<file path="config.mk">
export PLATFORM = sky130hd
export DESIGN_NAME = sf_read_seq
export DESIGN_NICKNAME = d
export VERILOG_FILES = /design/src/rtl/sf_read_pkg.sv /design/src/rtl/byte_stream_if.sv /design/src/rtl/byte_fifo.sv /design/src/rtl/sf_read_seq.sv
export SDC_FILE = /design/constraint.sdc
export NUM_CORES = 1
export LEC_CHECK = 0
export ABC_AREA = 1
export BUFFER_PORTS_ARGS = -buffer_cell sky130_fd_sc_hd__buf_4
export CAP_MARGIN = 20
export CORE_MARGIN = 1
export CORE_UTILIZATION = 45
export CTS_CLUSTER_DIAMETER = 200
export DETAILED_ROUTE_END_ITERATION = 10
export HOLD_SLACK_MARGIN = 0.15
export SLEW_MARGIN = 20
export SYNTH_ARGS = -nofsm -noshare
export SYNTH_HDL_FRONTEND = slang
export SYNTH_SLANG_ARGS = --single-unit
</file>
<file path="constraint.sdc">
create_clock -name core_clk -period 4.9 [get_ports core_clk]
set_input_delay 0.245 -clock core_clk [delete_from_list [all_inputs] [get_ports core_clk]]
set_output_delay 0.245 -clock core_clk [all_outputs]
set_load 0.02 [all_outputs]
</file>
<file path="src/rtl/sf_read_pkg.sv">
// Constants for the serial flash read and status command front end
package sf_read_pkg;
  localparam logic [7:0] OP_READ_FAST = 8'h0B;
  localparam logic [7:0] OP_READ_SLOW = 8'h03;
  localparam logic [7:0] OP_STATUS = 8'h05;
  localparam int ADDR_BITS = 19;
  localparam logic [18:0] ADDR_LAST = 19'h7FFFF;
  localparam logic [18:0] ADDR_FIRST = 19'h00000;
  localparam int CMD_BITS = 8;
  localparam int ADDR_FRAME_BITS = 24;
  localparam int DUMMY_BITS = 8;
  // Density code field, value is arbitrary
  localparam logic [3:0] DENSITY_CODE = 4'hA;
  localparam int STAT_BUSY_BIT = 0;
  localparam int STAT_DENS_LSB = 2;
  localparam logic [7:0] STAT_UNDEF_VALUE = 8'h00;
  localparam int FIFO_DEPTH = 32;
  localparam int FIFO_WIDTH = 8;
  typedef enum logic [2:0] {
    ST_IDLE, ST_OPCODE, ST_ADDR, ST_DUMMY, ST_READ, ST_STATUS, ST_IGNORE
  } seq_state_t;
endpackage

</file>
<file path="src/rtl/byte_stream_if.sv">
// Byte stream carrier between the sequencer and its FIFO
`timescale 1ns/100ps
interface byte_stream_if;
  logic valid;
  logic ready;
  logic [7:0] data;
  modport src (output valid, output data, input ready);
  modport dst (input valid, input data, output ready);
endinterface

</file>
<file path="src/rtl/byte_fifo.sv">
// Parameterised FIFO with registered read data
`timescale 1ns/100ps
module byte_fifo #(
  parameter int WIDTH = 8,
  parameter int DEPTH = 32
) (
  input wire logic core_clk,
  input wire logic reset_n,
  input wire logic flush,
  input wire logic in_valid,
  output logic in_ready,
  input wire logic [WIDTH-1:0] in_data,
  byte_stream_if.src out
);
  localparam int AW = $clog2(DEPTH);
  logic [WIDTH-1:0] mem_q [DEPTH];
  logic [AW:0] wr_q, wr_d, rd_q, rd_d;
  logic [WIDTH-1:0] dout_q, dout_d;
  logic dval_q, dval_d;
  logic full, empty, push, pop, load;
  // Occupancy flags
  assign full = (wr_q[AW] != rd_q[AW]) && (wr_q[AW-1:0] == rd_q[AW-1:0]);
  assign empty = (wr_q == rd_q);
  assign in_ready = !full;
  assign push = in_valid && !full;
  assign load = !empty && (!dval_q || out.ready);
  assign pop = load;
  assign out.valid = dval_q;
  assign out.data = dout_q;
  // Next pointer and output stage
  always_comb begin
    wr_d = push ? wr_q + 1'b1 : wr_q;
    rd_d = pop ? rd_q + 1'b1 : rd_q;
    dout_d = load ? mem_q[rd_q[AW-1:0]] : dout_q;
    dval_d = load ? 1'b1 : (out.ready ? 1'b0 : dval_q);
    if (flush) begin
      wr_d = '0;
      rd_d = '0;
      dval_d = 1'b0;
    end
  end
  // Storage write
  always_ff @(posedge core_clk) begin
    if (push) begin
      mem_q[wr_q[AW-1:0]] <= in_data;
    end
  end
  // Pointer and output stage registers
  always_ff @(posedge core_clk) begin
    if (!reset_n) begin
      wr_q <= '0;
      rd_q <= '0;
      dval_q <= 1'b0;
      dout_q <= '0;
    end else begin
      wr_q <= wr_d;
      rd_q <= rd_d;
      dval_q <= dval_d;
      dout_q <= dout_d;
    end
  end
endmodule

</file>
<file path="src/rtl/sf_read_seq.sv">
// Serial flash command front end for array read and status read
`timescale 1ns/100ps
module sf_read_seq (
  input wire logic core_clk,
  input wire logic reset_n,
  input wire logic cs_n,
  input wire logic sck,
  input wire logic si,
  output logic so,
  output logic so_oe,
  input wire logic op_busy,
  output logic [18:0] mem_addr,
  output logic mem_req,
  input wire logic mem_ready,
  input wire logic mem_valid,
  input wire logic [7:0] mem_data
);
  // Pin synchronisers
  logic [1:0] cs_sync_q, sck_sync_q, si_sync_q;
  logic cs_s, sck_s, si_s, sck_prev_q;
  logic sck_rise, sck_fall, cs_rise;
  logic cs_prev_q;
  always_ff @(posedge core_clk) begin
    if (!reset_n) begin
      cs_sync_q <= 2'h3;
      sck_sync_q <= 2'h0;
      si_sync_q <= 2'h0;
      sck_prev_q <= 1'b0;
      cs_prev_q <= 1'b1;
    end else begin
      cs_sync_q <= {cs_sync_q[0], cs_n};
      sck_sync_q <= {sck_sync_q[0], sck};
      si_sync_q <= {si_sync_q[0], si};
      sck_prev_q <= sck_sync_q[1];
      cs_prev_q <= cs_sync_q[1];
    end
  end
  assign cs_s = cs_sync_q[1];
  assign sck_s = sck_sync_q[1];
  assign si_s = si_sync_q[1];
  assign sck_rise = sck_s && !sck_prev_q && !cs_s;
  assign sck_fall = !sck_s && sck_prev_q && !cs_s;
  assign cs_rise = cs_s && !cs_prev_q;

  // Live status byte, bit 0 from self-timed engine only
  logic [7:0] status_live;
  always_comb begin
    status_live = sf_read_pkg::STAT_UNDEF_VALUE;
    status_live[sf_read_pkg::STAT_DENS_LSB +: 4] = sf_read_pkg::DENSITY_CODE;
    status_live[sf_read_pkg::STAT_BUSY_BIT] = op_busy;
  end

  // FIFO between array fetch and serialiser
  byte_stream_if fifo_out();
  logic fifo_flush, fifo_in_ready;
  byte_fifo #(
    .WIDTH(sf_read_pkg::FIFO_WIDTH),
    .DEPTH(sf_read_pkg::FIFO_DEPTH)
  ) u_fifo (
    .core_clk(core_clk),
    .reset_n(reset_n),
    .flush(fifo_flush),
    .in_valid(mem_valid),
    .in_ready(fifo_in_ready),
    .in_data(mem_data),
    .out(fifo_out)
  );

  // Sequencer state
  sf_read_pkg::seq_state_t state_q, state_d;
  logic [4:0] cnt_q, cnt_d;
  logic [7:0] shin_q, shin_d;
  logic [7:0] shout_q, shout_d;
  logic [18:0] addr_q, addr_d;
  logic [5:0] inflight_q, inflight_d;
  logic so_q, so_d, oe_q, oe_d;
  logic [2:0] bit_q, bit_d;
  logic fetch_en_q, fetch_en_d;
  logic fast_q, fast_d;
  logic mem_go;

  // Fetch ahead while room remains in the FIFO for outstanding bytes
  assign mem_go = fetch_en_q && mem_ready && fifo_in_ready &&
                  (inflight_q < 6'(sf_read_pkg::FIFO_DEPTH - 2));
  assign fifo_flush = cs_s;
  assign fifo_out.ready = (state_q == sf_read_pkg::ST_READ) && sck_fall &&
                          (bit_q == 3'h7);
  assign mem_req = mem_go;
  assign mem_addr = addr_q;

  // Next state computation
  always_comb begin
    state_d = state_q;
    cnt_d = cnt_q;
    shin_d = shin_q;
    shout_d = shout_q;
    addr_d = addr_q;
    so_d = so_q;
    oe_d = oe_q;
    bit_d = bit_q;
    fetch_en_d = fetch_en_q;
    fast_d = fast_q;
    inflight_d = inflight_q;
    if (mem_go && !(fifo_out.ready && fifo_out.valid)) begin
      inflight_d = inflight_q + 6'h01;
    end else if (!mem_go && fifo_out.ready && fifo_out.valid && inflight_q != 6'h00) begin
      inflight_d = inflight_q - 6'h01;
    end
    if (mem_go) begin
      addr_d = (addr_q == sf_read_pkg::ADDR_LAST) ? sf_read_pkg::ADDR_FIRST :
               addr_q + 19'h00001;
    end
    if (cs_s) begin
      state_d = sf_read_pkg::ST_IDLE;
      cnt_d = 5'h00;
      oe_d = 1'b0;
      so_d = 1'b0;
      fetch_en_d = 1'b0;
      inflight_d = 6'h00;
      bit_d = 3'h0;
    end else begin
      unique case (state_q)
        sf_read_pkg::ST_IDLE: begin
          state_d = sf_read_pkg::ST_OPCODE;
          cnt_d = 5'h00;
        end
        sf_read_pkg::ST_OPCODE: begin
          if (sck_rise) begin
            shin_d = {shin_q[6:0], si_s};
            cnt_d = cnt_q + 5'h01;
            if (cnt_q == 5'(sf_read_pkg::CMD_BITS - 1)) begin
              cnt_d = 5'h00;
              if ({shin_q[6:0], si_s} == sf_read_pkg::OP_READ_FAST ||
                  {shin_q[6:0], si_s} == sf_read_pkg::OP_READ_SLOW) begin
                state_d = sf_read_pkg::ST_ADDR;
                fast_d = ({shin_q[6:0], si_s} == sf_read_pkg::OP_READ_FAST);
              end else if ({shin_q[6:0], si_s} == sf_read_pkg::OP_STATUS) begin
                state_d = sf_read_pkg::ST_STATUS;
                shout_d = status_live;
                bit_d = 3'h0;
              end else begin
                state_d = sf_read_pkg::ST_IGNORE;
              end
            end
          end
        end
        sf_read_pkg::ST_ADDR: begin
          if (sck_rise) begin
            // Only the low address bits are kept
            addr_d = {addr_q[17:0], si_s};
            cnt_d = cnt_q + 5'h01;
            if (cnt_q == 5'(sf_read_pkg::ADDR_FRAME_BITS - 1)) begin
              cnt_d = 5'h00;
              if (fast_q) begin
                state_d = sf_read_pkg::ST_DUMMY;
              end else begin
                state_d = sf_read_pkg::ST_READ;
              end
              fetch_en_d = 1'b1;
              bit_d = 3'h0;
            end
          end
        end
        sf_read_pkg::ST_DUMMY: begin
          if (sck_rise) begin
            cnt_d = cnt_q + 5'h01;
            if (cnt_q == 5'(sf_read_pkg::DUMMY_BITS - 1)) begin
              cnt_d = 5'h00;
              state_d = sf_read_pkg::ST_READ;
            end
          end
        end
        sf_read_pkg::ST_READ: begin
          if (sck_fall) begin
            oe_d = 1'b1;
            if (bit_q == 3'h0) begin
              shout_d = {fifo_out.data[6:0], 1'b0};
              so_d = fifo_out.data[7];
            end else begin
              so_d = shout_q[7];
              shout_d = {shout_q[6:0], 1'b0};
            end
            bit_d = bit_q + 3'h1;
          end
        end
        sf_read_pkg::ST_STATUS: begin
          if (sck_fall) begin
            oe_d = 1'b1;
            if (bit_q == 3'h0) begin
              so_d = status_live[7];
              shout_d = {status_live[6:0], 1'b0};
            end else begin
              so_d = shout_q[7];
              shout_d = {shout_q[6:0], 1'b0};
            end
            bit_d = bit_q + 3'h1;
          end else if (bit_q == 3'h0 && oe_q) begin
            so_d = status_live[sf_read_pkg::STAT_BUSY_BIT];
          end
        end
        sf_read_pkg::ST_IGNORE: begin
          oe_d = 1'b0;
        end
      endcase
    end
  end

  // Sequencer registers
  always_ff @(posedge core_clk) begin
    if (!reset_n) begin
      state_q <= sf_read_pkg::ST_IDLE;
      cnt_q <= 5'h00;
      shin_q <= 8'h00;
      shout_q <= 8'h00;
      addr_q <= 19'h00000;
      so_q <= 1'b0;
      oe_q <= 1'b0;
      bit_q <= 3'h0;
      fetch_en_q <= 1'b0;
      fast_q <= 1'b0;
      inflight_q <= 6'h00;
    end else begin
      state_q <= state_d;
      cnt_q <= cnt_d;
      shin_q <= shin_d;
      shout_q <= shout_d;
      addr_q <= addr_d;
      so_q <= so_d;
      oe_q <= oe_d;
      bit_q <= bit_d;
      fetch_en_q <= fetch_en_d;
      fast_q <= fast_d;
      inflight_q <= inflight_d;
    end
  end
  assign so = so_q;
  assign so_oe = oe_q;

  // Output released within two cycles after select is seen high
  a_release_on_cs: assert property (@(posedge core_clk) disable iff (!reset_n)
    cs_s |=> ##1 !so_oe) else $error("SO driven while deselected");
  // Address wraps to zero
  a_addr_wrap: assert property (@(posedge core_clk) disable iff (!reset_n)
    (mem_go && addr_q == sf_read_pkg::ADDR_LAST && !cs_s) |=> addr_q == 19'h00000)
    else $error("address did not wrap");
  // Address advances by one per fetch
  a_addr_step: assert property (@(posedge core_clk) disable iff (!reset_n)
    (mem_go && addr_q != sf_read_pkg::ADDR_LAST && state_q == sf_read_pkg::ST_READ && !cs_s)
    |=> addr_q == $past(addr_q) + 19'h00001) else $error("address did not step");
  // Unknown opcode never drives SO
  a_ignore_quiet: assert property (@(posedge core_clk) disable iff (!reset_n)
    state_q == sf_read_pkg::ST_IGNORE |=> !so_oe) else $error("SO driven on ignored op");
  // Density field queued behind bit 6 in the status shifter
  a_density_code: assert property (@(posedge core_clk) disable iff (!reset_n)
    (state_q == sf_read_pkg::ST_STATUS && bit_q == 3'h2)
    |-> shout_q[7:4] == sf_read_pkg::DENSITY_CODE) else $error("density code wrong");
  // Status first bit is bit 7 of live status
  a_status_msb: assert property (@(posedge core_clk) disable iff (!reset_n)
    (state_q == sf_read_pkg::ST_STATUS && sck_fall && bit_q == 3'h0 && !cs_s)
    |=> so == $past(status_live[7])) else $error("status not MSB first");
  // Halted clock after bit 0 tracks busy
  a_live_busy: assert property (@(posedge core_clk) disable iff (!reset_n)
    (state_q == sf_read_pkg::ST_STATUS && bit_q == 3'h0 && oe_q && !sck_fall && !cs_s)
    |=> so == $past(op_busy)) else $error("busy not live on SO");
  // Deselect clears the bit counter
  a_cnt_clear: assert property (@(posedge core_clk) disable iff (!reset_n)
    cs_s |=> cnt_q == 5'h00 && state_q == sf_read_pkg::ST_IDLE)
    else $error("counter not cleared");
  // No output before opcode is complete
  a_opcode_quiet: assert property (@(posedge core_clk) disable iff (!reset_n)
    state_q == sf_read_pkg::ST_OPCODE |-> !so_oe) else $error("SO driven during opcode");
  // Address and dummy phases never drive SO
  a_addr_quiet: assert property (@(posedge core_clk) disable iff (!reset_n)
    state_q == sf_read_pkg::ST_ADDR |-> !so_oe) else $error("SO driven during address");
  a_dummy_quiet: assert property (@(posedge core_clk) disable iff (!reset_n)
    state_q == sf_read_pkg::ST_DUMMY |-> !so_oe) else $error("SO driven during dummy byte");
  // A fetched byte is waiting whenever the serialiser starts one
  a_fifo_fed: assert property (@(posedge core_clk) disable iff (!reset_n)
    (state_q == sf_read_pkg::ST_READ && sck_fall && bit_q == 3'h0 && !cs_s)
    |-> fifo_out.valid) else $error("array byte not ready for SO");
endmodule

</file>
==> results.json <==
{
  "fp.dieW_um": 184,
  "nets": 1571,
  "track_usage_pct": 22.3,
  "finalHoldViolCount": 0,
  "cts_tree": "yes",
  "clkLatencyLatePin_ns": 0.53,
  "period_share_pct": 74.9,
  "regToRegSetupSlack_ns": 1.23,
  "skew_ns": 0.0183,
  "p_per_area_nw_per_um2": 359,
  "grt_pass1_wl_um": 57300,
  "wirelength_um": 37000,
  "first_pass_iters": 5,
  "io_buffers": 37,
  "initialDrtViolationCount": 953,
  "drv_slew": 0,
  "layout_commonest_cell": "nor2_1",
  "critPathBufInv": 2,
  "avgSynthCellArea_sq_um": 9.78,
  "p_leak_nw": 6.00,
  "outcome": "finished, final reports clean",
  "critical_path_cell_count": 9,
  "placed_area_sq_um": 15400,
  "whs_ns": 0.203,
  "antenna_found_initial": 0,
  "r2r-start": "u_fifo.rd_q[2]",
  "cts_made_buffers": 37,
  "synth-edff-count": 256,
  "endpoint": "u_fifo.mem_q[28][0]",
  "criticalPathCategory": "reg -> reg",
  "core-area_sq_um": 32500,
  "setup_tns_ns": 0,
  "cpMostUsedCell": "nand2_1",
  "worst_pin_slew_ns": 0.808,
  "start_util_pct": 45.7,
  "ys_seq_area_share_pct": 62.9,
  "syn_inst": 1520,
  "fp.dieArea_sq_um": 33800,
  "root_buffer": "clkbuf_16",
  "peakVddDrop_mv": 0.288,
  "dr_total_vias": 10800,
  "via_per_inst": 5.39,
  "multi_input_area_sq_um": 4790,
  "pin_count": 38,
  "synth_async_sr_flop_share_pct": 0,
  "start_kind": "flop",
  "slowest_stage": "dfxtp_1",
  "maxClockFrequency_ghz": 0.272,
  "cts_resized": 0,
  "end_kind": "flop",
  "period_needed_ns": 3.67,
  "worstHoldPathType": "in -> reg",
  "synth_ff_type": "edfxtp_1",
  "ant_nets": 0,
  "cp_max_fo": 20,
  "overflow": 0,
  "slew_headroom_pct": 46.1,
  "synth_area_sq_um": 14900,
  "syn_nets": 1551,
  "antennaDiodeCount": 0,
  "arrival_ns": 3.87,
  "mostFrequentLayoutCells": "nor2_1, edfxtp_1, nand2_1",
  "fill_cells": 2973,
  "die_height_um": 184,
  "reg2reg_depth": 9,
  "critPathLaunch": "u_fifo.rd_q[2]",
  "dp_hpwl_um": 23100,
  "rows": 66,
  "cp_cell_sequence": "inv_1 -> nand2_1 -> nand2_1 -> nor2_4 -> nand4_4 -> nand2_1 -> inv_1 -> nand2_1 -> nor2_1",
  "htreeDepth": 2,
  "synth_seq_cells": 339,
  "wl_per_cell_um": 18.4,
  "stdcell_area_sq_um": 16700,
  "cap_violations": 0,
  "grt_max_degree": 83,
  "final-seq-area_sq_um": 9350,
  "synth.yosys.warnings": 0,
  "ys_types": 44,
  "cts.sinks": 339,
  "clk_pin_slew_worst_paths_ns": 0.06,
  "drc_errors": 0,
  "drive_above_1_share_pct": 9.43,
  "path_delay_family": "simple AND/OR/NAND/NOR gates",
  "rsz0062_at_grt": "no",
  "place_congestion": 0.934,
  "setup_viol": 0,
  "r2r_end": "u_fifo.mem_q[28][0]",
  "cp.required_ns": 5.09,
  "clk_path_buf_depth": 3,
  "critPathMaxStageDelay_ns": 0.74,
  "areaGrowthSynthToFinish_pct": 12.5,
  "grt_pass1_vias": 10400
}
-- power breakdown --
part           internal (mW)  switching, mW
clock                   1.66           1.13
sequential              3.09        0.00558
combinational         0.0289          0.100
total                   4.78           1.23
-- repair_timing --
| item | in CTS | in global routing |
|---|---|---|
| buffers inserted | 0 | 0 |
| hold buffers | 7 | 0 |
| endpoints found under the hold margin | 13 | 0 |
-- area by class of cell --
cell class	count	area share, %
clock buffers	48	6.16
repair buffers	50	2.35
inverters	105	2.36
well taps	442	3.31
clock inverters	20	1.23
flip-flops and latches	339	55.9
multi-input cells	1007	28.7
-- logic make-up (layout without fill, tap and decap cells) --
family | Yosys count | in the layout | share of synthesized area (%)
fa+ha+maj | 15 | 15 | 1.31
flops | 339 | 339 | 62.9
xor+xnor | 21 | 21 | 1.24
buf+inv | 174 | 223 | 4.98
compound gates | 275 | 275 | 9.90
simple gates | 696 | 696 | 19.7
-- routing by layer --
metal	share of wire, %	GRT usage, %	vias up
met3	5.8	3.41	81
met1	43	29.6	5174
met5	0	0	-
met4	2.6	7.57	0
li1	-	-	5232
met2	49	37.5	343
-- synthesized netlist by cell type, types with 13 or more instances --
library cell	count	area [sq um]
nor3_1	16	80.1
o21ai_1	13	65.1
clkbuf_1	28	105
xor2_1	19	166
nand3_1	111	556
inv_1	87	327
edfxtp_1	256	7690
a21oi_1	67	335
o211ai_1	25	188
nor2_1	298	1120
o21ai_0	156	781
nand2_1	234	878
inv_2	16	60.1
ha_1	14	175
dfxtp_1	83	1660
buf_2	24	120
-- sequential cells by signal, indices dropped and copies added, names as in the netlist, 6 cells and up --
name	cells
inflight_q	6
mem_addr	19
shin_q	7
shout_q	8
u_fifo.mem_q	256
u_fifo.out.data	8
u_fifo.rd_q	6
u_fifo.wr_q	6
-- metrics by stage --
| step | util [%] | std cells | total power [mW] | setup slack, ns |
|---|---|---|---|---|
| 6_report | 51.4 | 2011 | 6.01 | 1.23 |
| 5_1_grt | 51.4 | 2011 | 6.19 | 1.00 |
| 4_1_cts | 51.4 | 2011 | 6.06 | 1.35 |
| 3_5_place_dp | 47.3 | 1936 | 3.29 | 1.37 |
| 3_3_place_gp | 47.3 | 1936 | 3.29 | 1.41 |
| 2_1_floorplan | - | 1520 | 3.21 | 2.75 |
-- worst min-delay path by stage --
stage,startpoint,to,slack [ns],cells after the start
global placement,sck_sync_q[0],sck_sync_q[1],0.39,2
finish,mem_data[0],u_fifo.mem_q[21][0],0.20,1
detailed placement,si_sync_q[0],si_sync_q[1],0.40,2
global route,mem_data[0],u_fifo.mem_q[21][0],0.20,1
CTS,mem_data[7],u_fifo.mem_q[5][7],0.20,1
floorplan,sck,sck_sync_q[0],0.34,2
No activity file was read; power rests on OpenSTA's default activity.
